### src/hw/asd_pkg.sv
// Package with address map, access types and bus carriers for the bridge
package asd_pkg;

    // --------------------------------------------------------------
    // Address map
    // --------------------------------------------------------------
    localparam logic [15:0] ASD_SFB_LO      = 16'h0000;
    localparam logic [15:0] ASD_SFB_HI      = 16'h000f;
    localparam logic [15:0] ASD_P8_LO       = 16'h0010;
    localparam logic [15:0] ASD_P8_HI       = 16'h00ff;
    localparam logic [15:0] ASD_P16_LO      = 16'h0100;
    localparam logic [15:0] ASD_P16_HI      = 16'h01ff;
    localparam logic [15:0] ASD_RAM_LO      = 16'h0200;
    localparam logic [15:0] ASD_RAM_HI_DEF  = 16'h09ff;
    localparam logic [15:0] ASD_PROG_LO_DEF = 16'hf000;
    localparam logic [15:0] ASD_PROG_HI     = 16'hffff;
    localparam logic [15:0] ASD_VEC_LO      = 16'hffe0;
    localparam logic [15:0] ASD_VEC_TOP     = 16'hfffe;

    // --------------------------------------------------------------
    // Reset values
    // --------------------------------------------------------------
    localparam logic [15:0] ASD_RD_RST      = 16'h0000;

    // One-hot region codes; exactly one bit set per cycle
    typedef enum logic [5:0] {
        ASD_REG_NONE = 6'h01,
        ASD_REG_SFB  = 6'h02,
        ASD_REG_P8   = 6'h04,
        ASD_REG_P16  = 6'h08,
        ASD_REG_RAM  = 6'h10,
        ASD_REG_PROG = 6'h20
    } asd_region_t;

    // CPU request on the shared buses
    typedef struct packed {
        logic        en;
        logic        wr;
        logic        byte_acc;
        logic        fetch;
        logic [15:0] addr;
        logic [15:0] wdata;
    } asd_req_t;

    // Request forwarded to one target
    typedef struct packed {
        logic        en;
        logic        wr;
        logic [1:0]  be;
        logic [15:0] addr;
        logic [15:0] wdata;
    } asd_tgt_t;

endpackage

### src/hw/asd_bridge.sv
// Address decoder and width-adapting bridge for the shared memory space
`timescale 1ns/1ps

// Contract
// - One shared address and data bus
// - Decode full 64 KB address space
// - Fetches even; data byte or word
// - Program memory ends at top; start parameter
// - Top sixteen words hold interrupt vectors
// - Program memory serves fetches and data reads
// - RAM base fixed, end parameter, code and data
// - Route 16-bit peripheral window
// - Byte read of 16-bit peripheral zero-extends
// - Route 8-bit peripheral window
// - Word write to 8-bit peripheral keeps low
// - Lowest sixteen bytes are byte registers
// - Words even; low byte at even address
module asd_bridge
    import asd_pkg::*;
#(
    parameter logic [15:0] RAM_HI  = ASD_RAM_HI_DEF,
    parameter logic [15:0] PROG_LO = ASD_PROG_LO_DEF
) (
    input  wire logic        mclk,
    input  wire logic        rst,
    input  wire asd_req_t    shared_address_bus,
    output logic [15:0]      shared_data_bus,
    output logic             rd_valid,
    output logic             align_err,
    output logic             vec_access,
    output asd_region_t      region,
    output asd_tgt_t         sfb_req,
    output asd_tgt_t         p8_req,
    output asd_tgt_t         p16_req,
    output asd_tgt_t         ram_req,
    output asd_tgt_t         prog_req,
    input  wire logic [7:0]  sfb_rdata,
    input  wire logic [7:0]  p8_rdata,
    input  wire logic [15:0] p16_rdata,
    input  wire logic [15:0] ram_rdata,
    input  wire logic [15:0] prog_rdata
);

    // ----------------------------------------------------------------
    // Decode
    // ----------------------------------------------------------------
    logic [15:0] a;
    logic        odd;
    logic        bad;
    logic [1:0]  be;
    logic [15:0] wd;
    asd_region_t reg_next;

    assign a   = shared_address_bus.addr;
    assign odd = a[0];

    // RAM end and program start are per-device parameters; anything
    // between them decodes to no region and is answered with zero
    // One region per address, priority free since windows do not overlap
    always_comb begin
        if (a <= ASD_SFB_HI) begin
            reg_next = ASD_REG_SFB;
        end else if (a >= ASD_P8_LO && a <= ASD_P8_HI) begin
            reg_next = ASD_REG_P8;
        end else if (a >= ASD_P16_LO && a <= ASD_P16_HI) begin
            reg_next = ASD_REG_P16;
        end else if (a >= ASD_RAM_LO && a <= RAM_HI) begin
            reg_next = ASD_REG_RAM;
        end else if (a >= PROG_LO) begin
            reg_next = ASD_REG_PROG;
        end else begin
            reg_next = ASD_REG_NONE;
        end
    end

    // Misaligned word or fetch is blocked, not split into two accesses;
    // splitting would need a second bus cycle the CPU never waits for
    assign bad = shared_address_bus.en & odd &
                 (~shared_address_bus.byte_acc |
                  shared_address_bus.fetch);

    // Byte data goes out on both lanes so a target needs no shifter;
    // the lane enable alone picks the byte that lands
    // Byte lanes: low byte at even address, high byte at the odd one
    always_comb begin
        if (shared_address_bus.byte_acc && !shared_address_bus.fetch) begin
            be = odd ? 2'b10 : 2'b01;
            wd = {shared_address_bus.wdata[7:0],
                  shared_address_bus.wdata[7:0]};
        end else begin
            be = 2'b11;
            wd = shared_address_bus.wdata;
        end
    end

    // ----------------------------------------------------------------
    // Target strobes, combinational handshake; one select at a time
    // ----------------------------------------------------------------
    // A refused access strobes no target, so a misaligned write can
    // never disturb the neighbouring byte or word
    logic go;
    assign go = shared_address_bus.en & ~bad;

    // Byte-wide targets: the word's high byte is simply dropped
    always_comb begin
        sfb_req       = '0;
        p8_req        = '0;
        p16_req       = '0;
        ram_req       = '0;
        prog_req      = '0;
        sfb_req.en    = go & (reg_next == ASD_REG_SFB);
        sfb_req.wr    = shared_address_bus.wr;
        sfb_req.be    = 2'b01;
        sfb_req.addr  = a;
        sfb_req.wdata = {8'h00, odd ? wd[15:8] : wd[7:0]};
        p8_req.en     = go & (reg_next == ASD_REG_P8);
        p8_req.wr     = shared_address_bus.wr;
        p8_req.be     = 2'b01;
        p8_req.addr   = a;
        p8_req.wdata  = {8'h00, odd ? wd[15:8] : wd[7:0]};
        p16_req.en    = go & (reg_next == ASD_REG_P16);
        p16_req.wr    = shared_address_bus.wr;
        p16_req.be    = be;
        p16_req.addr  = {a[15:1], 1'b0};
        p16_req.wdata = wd;
        ram_req.en    = go & (reg_next == ASD_REG_RAM);
        ram_req.wr    = shared_address_bus.wr;
        ram_req.be    = be;
        ram_req.addr  = {a[15:1], 1'b0};
        ram_req.wdata = wd;
        // Program memory is read-only from the bus; fetch and data alike
        // Its write path, if the device has one, sits outside this bridge
        prog_req.en   = go & (reg_next == ASD_REG_PROG) &
                        ~shared_address_bus.wr;
        prog_req.wr   = 1'b0;
        prog_req.be   = be;
        prog_req.addr = {a[15:1], 1'b0};
    end

    // ----------------------------------------------------------------
    // Read return, registered two cycles after the request
    // ----------------------------------------------------------------
    asd_region_t reg_reg;
    logic        rd_reg;
    logic        byte_reg;
    logic        odd_reg;
    logic        bad_reg;
    logic        vec_reg;
    logic [15:0] data_next;

    // Targets answer one cycle after their strobe, so the attributes of
    // the access wait here for that data to arrive
    // Capture access attributes for the return phase
    always_ff @(posedge mclk) begin
        if (rst) begin
            reg_reg  <= ASD_REG_NONE;
            rd_reg   <= 1'b0;
            byte_reg <= 1'b0;
            odd_reg  <= 1'b0;
            bad_reg  <= 1'b0;
            vec_reg  <= 1'b0;
        end else begin
            reg_reg  <= reg_next;
            rd_reg   <= shared_address_bus.en & ~shared_address_bus.wr;
            byte_reg <= shared_address_bus.byte_acc &
                        ~shared_address_bus.fetch;
            odd_reg  <= odd;
            bad_reg  <= bad;
            vec_reg  <= go & (reg_next == ASD_REG_PROG) &
                        (a >= ASD_VEC_LO);
        end
    end

    // Steer the target's read data onto the shared data bus
    always_comb begin
        data_next = ASD_RD_RST;
        case (reg_reg)
            ASD_REG_SFB:  data_next = {8'h00, sfb_rdata};
            ASD_REG_P8:   data_next = {8'h00, p8_rdata};
            ASD_REG_P16:  data_next = byte_reg ?
                              {8'h00, p16_rdata[7:0]} : p16_rdata;
            ASD_REG_RAM:  data_next = ram_rdata;
            ASD_REG_PROG: data_next = prog_rdata;
            ASD_REG_NONE: data_next = ASD_RD_RST;
            default:      data_next = ASD_RD_RST;
        endcase
        // Odd RAM and program byte reads move the high lane down, upper byte cleared
        if (byte_reg && (reg_reg == ASD_REG_RAM ||
                         reg_reg == ASD_REG_PROG)) begin
            data_next = odd_reg ? {8'h00, data_next[15:8]} :
                                  {8'h00, data_next[7:0]};
        end
        if (bad_reg) begin
            data_next = ASD_RD_RST;
        end
    end

    // Writes and idle cycles put zero on the data bus, so a stale read
    // value never lingers where a later read could pick it up
    // Read data and status outputs come from flip-flops
    always_ff @(posedge mclk) begin
        if (rst) begin
            shared_data_bus <= ASD_RD_RST;
            rd_valid        <= 1'b0;
            align_err       <= 1'b0;
            vec_access      <= 1'b0;
            region          <= ASD_REG_NONE;
        end else begin
            shared_data_bus <= rd_reg ? data_next : ASD_RD_RST;
            rd_valid        <= rd_reg;
            align_err       <= bad_reg;
            vec_access      <= vec_reg;
            region          <= reg_reg;
        end
    end

endmodule

### config.mk
export PLATFORM = sky130hd
export DESIGN_NAME = asd_bridge
export DESIGN_NICKNAME = d
export VERILOG_FILES = /design/src/hw/asd_pkg.sv /design/src/hw/asd_bridge.sv
export SDC_FILE = /design/constraint.sdc
export NUM_CORES = 1
export LEC_CHECK = 0
export BUFFER_PORTS_ARGS = -buffer_cell sky130_fd_sc_hd__buf_4
export CAP_MARGIN = 15
export CORE_AREA = 2 2 121 123
export CTS_BUF_LIST = sky130_fd_sc_hd__clkbuf_16
export CTS_CLUSTER_DIAMETER = 100
export DETAILED_ROUTE_END_ITERATION = 7
export DIE_AREA = 0 0 123 125
export HOLD_SLACK_MARGIN = 0.05
export PLACE_DENSITY_LB_ADDON = 0.12
export SYNTH_ARGS = -nofsm -noshare
export SYNTH_HDL_FRONTEND = slang
export SYNTH_SLANG_ARGS = --single-unit
### constraint.sdc
create_clock -name mclk -period 3.1 [get_ports mclk]
set_input_delay 0.31 -clock mclk [delete_from_list [all_inputs] [get_ports mclk]]
set_output_delay 0.31 -clock mclk [all_outputs]
set_load 0.01 [all_outputs]
==> results of run 1 <==
-- cell families (layout without fill, tap and decap cells) --
group	Yosys count	in the layout	share of synthesized area, %
AND/OR/NAND/NOR	132	132	23.64
other	2	40	0.2326
flip-flops	36	36	22.33
buffers and inverters	192	273	41.20
XOR/XNOR	1	1	0.2714
multiplexers	8	8	2.791
AO/OA/AOI/OAI	43	43	9.535
-- layout make-up --
type,instances,area (um2)
Tap cell,184,230.2
Timing Repair Buffer,251,1884
Multi-Input combinational cell,224,1320
Clock inverter,3,90.09
Fill cell,1554,9781
Clock buffer,5,125.1
Inverter,14,52.55
Sequential cell,36,720.7
-- layer usage --
metal | track usage (%) | vias up | share of wire (%)
met2 | 22.39 | 159 | 49
met3 | 3.878 | 15 | 10
met5 | 0 | - | 0
li1 | - | 1432 | -
met1 | 15.01 | 1326 | 38
met4 | 4.144 | 0 | 2.0
-- cells in the final DEF, fill, tap and decap left out, types with 2 or more instances in the layout --
cell type / count
a21oi_1: 8
a22o_1: 9
a22oi_1: 8
buf_4: 251
bufinv_16: 3
clkbuf_16: 5
conb_1: 40
dfxtp_1: 36
inv_1: 14
mux2_2: 8
nand2_1: 30
nand2b_1: 6
nand3_1: 2
nand3b_1: 17
nor2_1: 16
nor2b_1: 12
nor3_1: 17
nor3b_1: 2
nor4_1: 14
nor4b_1: 7
o21ai_0: 3
o22ai_1: 8
or4_1: 3
-- where the power goes --
part           switching, mW  internal [mW]  total [mW]
Combinational          0.189          0.215       0.404
Clock                  0.199          0.542       0.741
Sequential           0.00349          0.467       0.470
Total                  0.391           1.22        1.62
-- worst max-delay path by stage --
stage,from,to
detailed placement,reg_reg[5],shared_data_bus[0]
floorplan,shared_address_bus[32],sfb_req[0]
finish,reg_reg[5],shared_data_bus[0]
global route,reg_reg[5],shared_data_bus[0]
global placement,reg_reg[5],shared_data_bus[7]
CTS,reg_reg[5],shared_data_bus[0]
-- worst max-delay path: stages, from the launching register on --
cell     delay (ps)
dfxtp_1         340
buf_4           210
or4_1           830
nor3_4          450
a22oi_1         180
o22ai_1         190
-- per-stage QoR --
| step | cells | hold slack, ps | utilization, % |
|---|---|---|---|
| after floorplan | 452 | 382.4 | - |
| after global placement | 709 | 429.0 | 29.62 |
| after detailed placement | 709 | 425.4 | 29.62 |
| after CTS | 717 | 238.9 | 31.14 |
| after global routing | 717 | 249.2 | 31.14 |
| final | 717 | 243.6 | 31.14 |
==> metrics.md, run 1 <==
| Metric | Value |
|---|---|
| Critical Path Fanout Max | 25 |
| Setup WS pre-CTS | 808.8 ps |
| Hold endpoint | rd_reg |
| Leakage | 2.108 nW |
| Min-Delay Path Class | input port to flip-flop |
| Detail Placement HPWL | 8803 um |
| Pins Over Slew Limit | 0 |
| Worst slew pin tran | 820.7 ps |
| Router iterations before antenna repair | 4 |
| Post-CTS sizing | 0 |
| CTS Hold Bufs | 0 |
| TritonCTS clock tree | yes |
| Post-layout net count | 634 |
| Fin area | 4423 um2 |
| Core ar. | 14,200 um2 |
| Status | finished, final reports clean |
| Die W | 123 um |
| Final worst setup slack | 823.8 ps |
| Vias in the first global route | 2,796 |
| Total power | 1.615 mW |
| Distinct cell type count after synthesis | 38 |
| Worst r2r src | reg_reg[5] |
| Final ANT Viol Nets | 0 |
| Rel. slew slack | 45.17% |
| Post-layout minimum cycle time | 2276 ps |
| Max VDD drop | 0.0003002 V |
| Largest net degree at the start of global routing | 26 |
| Area delta synth->final | 37.02% |
| Post-synth EDFFs | 0 |
| Setup crit start kind | flip-flop |
| Rows | 44 |
| Clock root cell | clkbuf_16 |
| Clock transition at path regs | 60 ps |
| Max reg flops | 16 |
| Wire length per cell | 15.00 um |
| RSZ-0062 raised after global routing | false |
| Max Cap Viol | 0 |
| Hold Startpoint | shared_address_bus[34] |
| Layout cells sized above 1 | 50.84% |
| Hold depth | 2 |
| Power per Cell Area | 365.1 nW/um2 |
| Finish-stage setup viols | 0 |
| Worst-case reg-to-reg path depth | 5 |
| Ys flop type | dfxtp_1 |
| Die Ht | 125 um |
| Top Ports | 307 |
| Hold Fails Final Rpt | 0 |
| Cts bufs inserted | 5 |
| Overall track demand over capacity in global routing | 12.90% |
| Wirelength, routed | 10,760 um |
| Fin crit share | 73.43% |
| Yosys top cell area share | 36.74% |
| Async SR Flop Fraction | 0% |
| Mapped Avg Cell Area | 7.797 um2 |
| Via-to-Cell Ratio | 4.089 |
| Clock Latency Late Sink | 280 ps |
| Worst endpoint required time | 3310 ps |
| Die Area | 15,380 um2 |
| TNS Setup | 0 ps |
| H-tree depth | 2 |
| Initial Util | 22.73% |
| Clk buf depth | 2 |
| Antenna diodes | 0 |
| Synth Warn # | 0 |
| Via count | 2,932 |
| Most frequent cell after synthesis | buf_4 |
| Setup Fix Bufs, Post-CTS | 0 |
| Dominant cell type by area after synthesis | buf_4 |
| # port buffers | 248 |
| Share of the yosys chip area belonging to registers | 22.33% |
| Commonest cells post-synth | 158 x buf_4, 36 x dfxtp_1, 30 x nand2_1 |
| RR Endpoint | shared_data_bus[0] |
| Final GP Congestion | 0.8621 |
| Initial antenna violation count | 0 |
| WS Path Type | flip-flop to flip-flop |
| Worst Path Arrival | 2480 ps |
| Post-synthesis cell area | 3228 um2 |
| Area contributors post-synth | buf_4 37%, dfxtp_1 22%, nand3b_1 4.0%, nand2_1 3.5%, mux2_2 2.8% |
| Worst Clk Skew | 6.581 ps |
| Placed standard-cell area | 4208 um2 |
| Fmax | 0.4393 GHz |
| Seq cells post-synth | 36 |
| CTS Sinks | 36 |
| First DRT Iteration DRCs | 203 |
| Gr ovfl total | 0 |
| R2R setup slack | 820 ps |
| Crit end category | flip-flop |
| First-pass GRT wire length | 15,350 um |
| Syn Inst Count | 414 |
| DRC | 0 |
Note: power is estimated with default switching activity, not from simulation.
==> inputs of run 2 (changes only) <==
--- a/config.mk
+++ b/config.mk
@@ -7,11 +7,11 @@
 export LEC_CHECK = 0
 export BUFFER_PORTS_ARGS = -buffer_cell sky130_fd_sc_hd__buf_4
 export CAP_MARGIN = 15
-export CORE_AREA = 2 2 121 123
+export CORE_AREA = 2 2 120 122
 export CTS_BUF_LIST = sky130_fd_sc_hd__clkbuf_16
 export CTS_CLUSTER_DIAMETER = 100
 export DETAILED_ROUTE_END_ITERATION = 7
-export DIE_AREA = 0 0 123 125
+export DIE_AREA = 0 0 122 124
 export HOLD_SLACK_MARGIN = 0.05
 export PLACE_DENSITY_LB_ADDON = 0.12
 export SYNTH_ARGS = -nofsm -noshare
==> constraint.sdc (replaced) <==
create_clock -name mclk -period 2.2 [get_ports mclk]
set_input_delay 0.22 -clock mclk [delete_from_list [all_inputs] [get_ports mclk]]
set_output_delay 0.22 -clock mclk [all_outputs]
set_load 0.01 [all_outputs]
==> run 2 against run 1 <==
Against the previous run:
- non-clock buffer count grew 9
- hold slack got worse by 98 ps
- combinational power up 43%
- largest power group unchanged
==> metrics.md, run 2 (same netlist as run 1, synthesis figures left out) <==
| Metric | Value |
|---|---|
| Status | finished, final reports clean (unchanged) |
| Fin crit share | 84.69% (was 73.43%) |
| WHS | 146.1 ps (was 243.6 ps) |
| Clock root cell | clkbuf_16 (unchanged) |
| Worst r2r src | reg_reg[1] (was reg_reg[5]) |
| Initial Util | 23.53% (was 22.73%) |
| First-pass GRT wire length | 15,280 um (was 15,350 um) |
| Most frequent cells in the layout | 260 x buf_4, 40 x conb_1, 36 x dfxtp_1 (was 251 x buf_4, 40 x conb_1, 36 x dfxtp_1) |
| RSZ-0062 raised after global routing | false (unchanged) |
| Vias in the first global route | 2,820 (was 2,796) |
| Rel. slew slack | 62.11% (was 45.17%) |
| # port buffers | 248 (unchanged) |
| Largest net degree at the start of global routing | 26 (unchanged) |
| Max VDD drop | 0.0002392 V (was 0.0003002 V) |
| Fin area | 4414 um2 (was 4423 um2) |
| Crit end category | flip-flop (unchanged) |
| Die W | 122 um (was 123 um) |
| Hold Startpoint | shared_address_bus[34] (unchanged) |
| Post-layout net count | 643 (was 634) |
| Core ar. | 13,720 um2 (was 14,200 um2) |
| Leakage | 2.122 nW (was 2.108 nW) |
| Layout cells sized above 1 | 51.66% (was 50.84%) |
| Utilization after layout | 32.18% (was 31.14%) |
| Antenna diodes | 0 (unchanged) |
| Wirelength, routed | 11,050 um (was 10,760 um) |
| TNS Setup | 0 ps (unchanged) |
| Worst Clk Skew | 4.336 ps (was 6.581 ps) |
| Final Instance Count excl. Fillers | 722 (was 717) |
| Post-CTS sizing | 0 (unchanged) |
| H-tree depth | 2 (unchanged) |
| Top Ports | 307 (unchanged) |
| Worst slew pin tran | 567.1 ps (was 820.7 ps) |
| Placed standard-cell area | 4270 um2 (was 4208 um2) |
| Max reg flops | 16 (unchanged) |
| Final ANT Viol Nets | 0 (unchanged) |
| Die Area | 15,130 um2 (was 15,380 um2) |
| Fillers | 1,506 (was 1,554) |
| Critical Path Fanout Max | 8 (was 25) |
| Area delta synth->final | 36.74% (was 37.02%) |
| Worst endpoint required time | 2400 ps (was 3310 ps) |
| First DRT Iteration DRCs | 199 (was 203) |
| Wire length per cell | 15.30 um (was 15.00 um) |
| Via-to-Cell Ratio | 4.162 (was 4.089) |
| Min-Delay Path Class | input port to flip-flop (unchanged) |
| Initial antenna violation count | 0 (unchanged) |
| Final GP Congestion | 0.7688 (was 0.8621) |
| DRC | 0 (unchanged) |
| Overall track demand over capacity in global routing | 13.16% (was 12.90%) |
| CTS Hold Bufs | 0 (unchanged) |
| Router iterations before antenna repair | 4 (unchanged) |
| WS Path Type | flip-flop to flip-flop (unchanged) |
| Clk buf depth | 2 (unchanged) |
| Fmax | 0.5367 GHz (was 0.4393 GHz) |
| Hold Fails Final Rpt | 0 (unchanged) |
| Most common cell after layout, fill and taps aside | buf_4 (unchanged) |
| Rows | 43 (was 44) |
| CTS Sinks | 36 (unchanged) |
| Max Cap Viol | 0 (unchanged) |
| Post-layout minimum cycle time | 1863 ps (was 2276 ps) |
| Setup crit start kind | flip-flop (unchanged) |
| Worst Path Arrival | 2070 ps (was 2480 ps) |
| Gr ovfl total | 0 (unchanged) |
| Detail Placement HPWL | 9155 um (was 8803 um) |
| Power per Cell Area | 436.4 nW/um2 (was 365.1 nW/um2) |
| Setup Fix Bufs, Post-CTS | 0 (unchanged) |
| Post-Place Cells | 714 (was 709) |
| Via count | 3,005 (was 2,932) |
| CP startpoint | reg_reg[1] (was reg_reg[5]) |
| Clock transition at path regs | 60 ps (about the same) |
| TritonCTS clock tree | yes (unchanged) |
| Setup WS pre-CTS | 335.5 ps (was 808.8 ps) |
| Cts bufs inserted | 5 (unchanged) |
| Die Ht | 124 um (was 125 um) |
| Pins Over Slew Limit | 0 (unchanged) |
| Clock Latency Late Sink | 280 ps (about the same) |
| Total power | 1.926 mW (was 1.615 mW) |
| Finish-stage setup viols | 0 (unchanged) |
| Final worst setup slack | 336.9 ps (was 823.8 ps) |
[run 2: report_power, final]
group          internal (mW)  total (mW)  leakage [nW]  switching (mW)
combinational          0.308       0.579          1.76           0.270
sequential             0.658       0.662         0.291         0.00401
clock                  0.417       0.686        0.0736           0.269
total                   1.38        1.93          2.12           0.543
[run 2: cell type report]
| class | instances | area [um2] | area share [%] |
|---|---|---|---|
| Timing Repair Buffer | 260 | 1952 | 44.22 |
| Clock buffer | 5 | 125.1 | 2.834 |
| Sequential cell | 36 | 720.7 | 16.33 |
| Tap cell | 180 | 225.2 | 5.102 |
| Clock inverter | 3 | 18.77 | 0.4252 |
| Inverter | 14 | 52.55 | 1.190 |
| Multi-Input combinational cell | 224 | 1320 | 29.90 |
[run 2: final timing paths]
| path | end | slack [ps] | depth (start not counted) |
|---|---|---|---|
| hold reg to reg | vec_access | 440 | 1 |
| setup reg to reg | shared_data_bus[2] | 340 | 4 |
| setup / recovery | shared_data_bus[2] | 340 | 4 |
| hold / removal | rd_reg | 150 | 2 |
[run 2: worst max-delay path, stage by stage, from the launching register on]
cell and delay, ps:
dfxtp_1 500, or4b_1 640, nor4b_1 370, nor4_1 130
o22ai_1 140
[run 2: per-layer routing]
layer | vias to the layer above | GRT usage, % | wire length, um
li1 | 1452 | - | -
met1 | 1372 | 15.35 | 4182
met2 | 165 | 23.64 | 5654
met3 | 16 | 3.663 | 1083
met4 | 0 | 3.520 | 125
met5 | - | 0 | 0
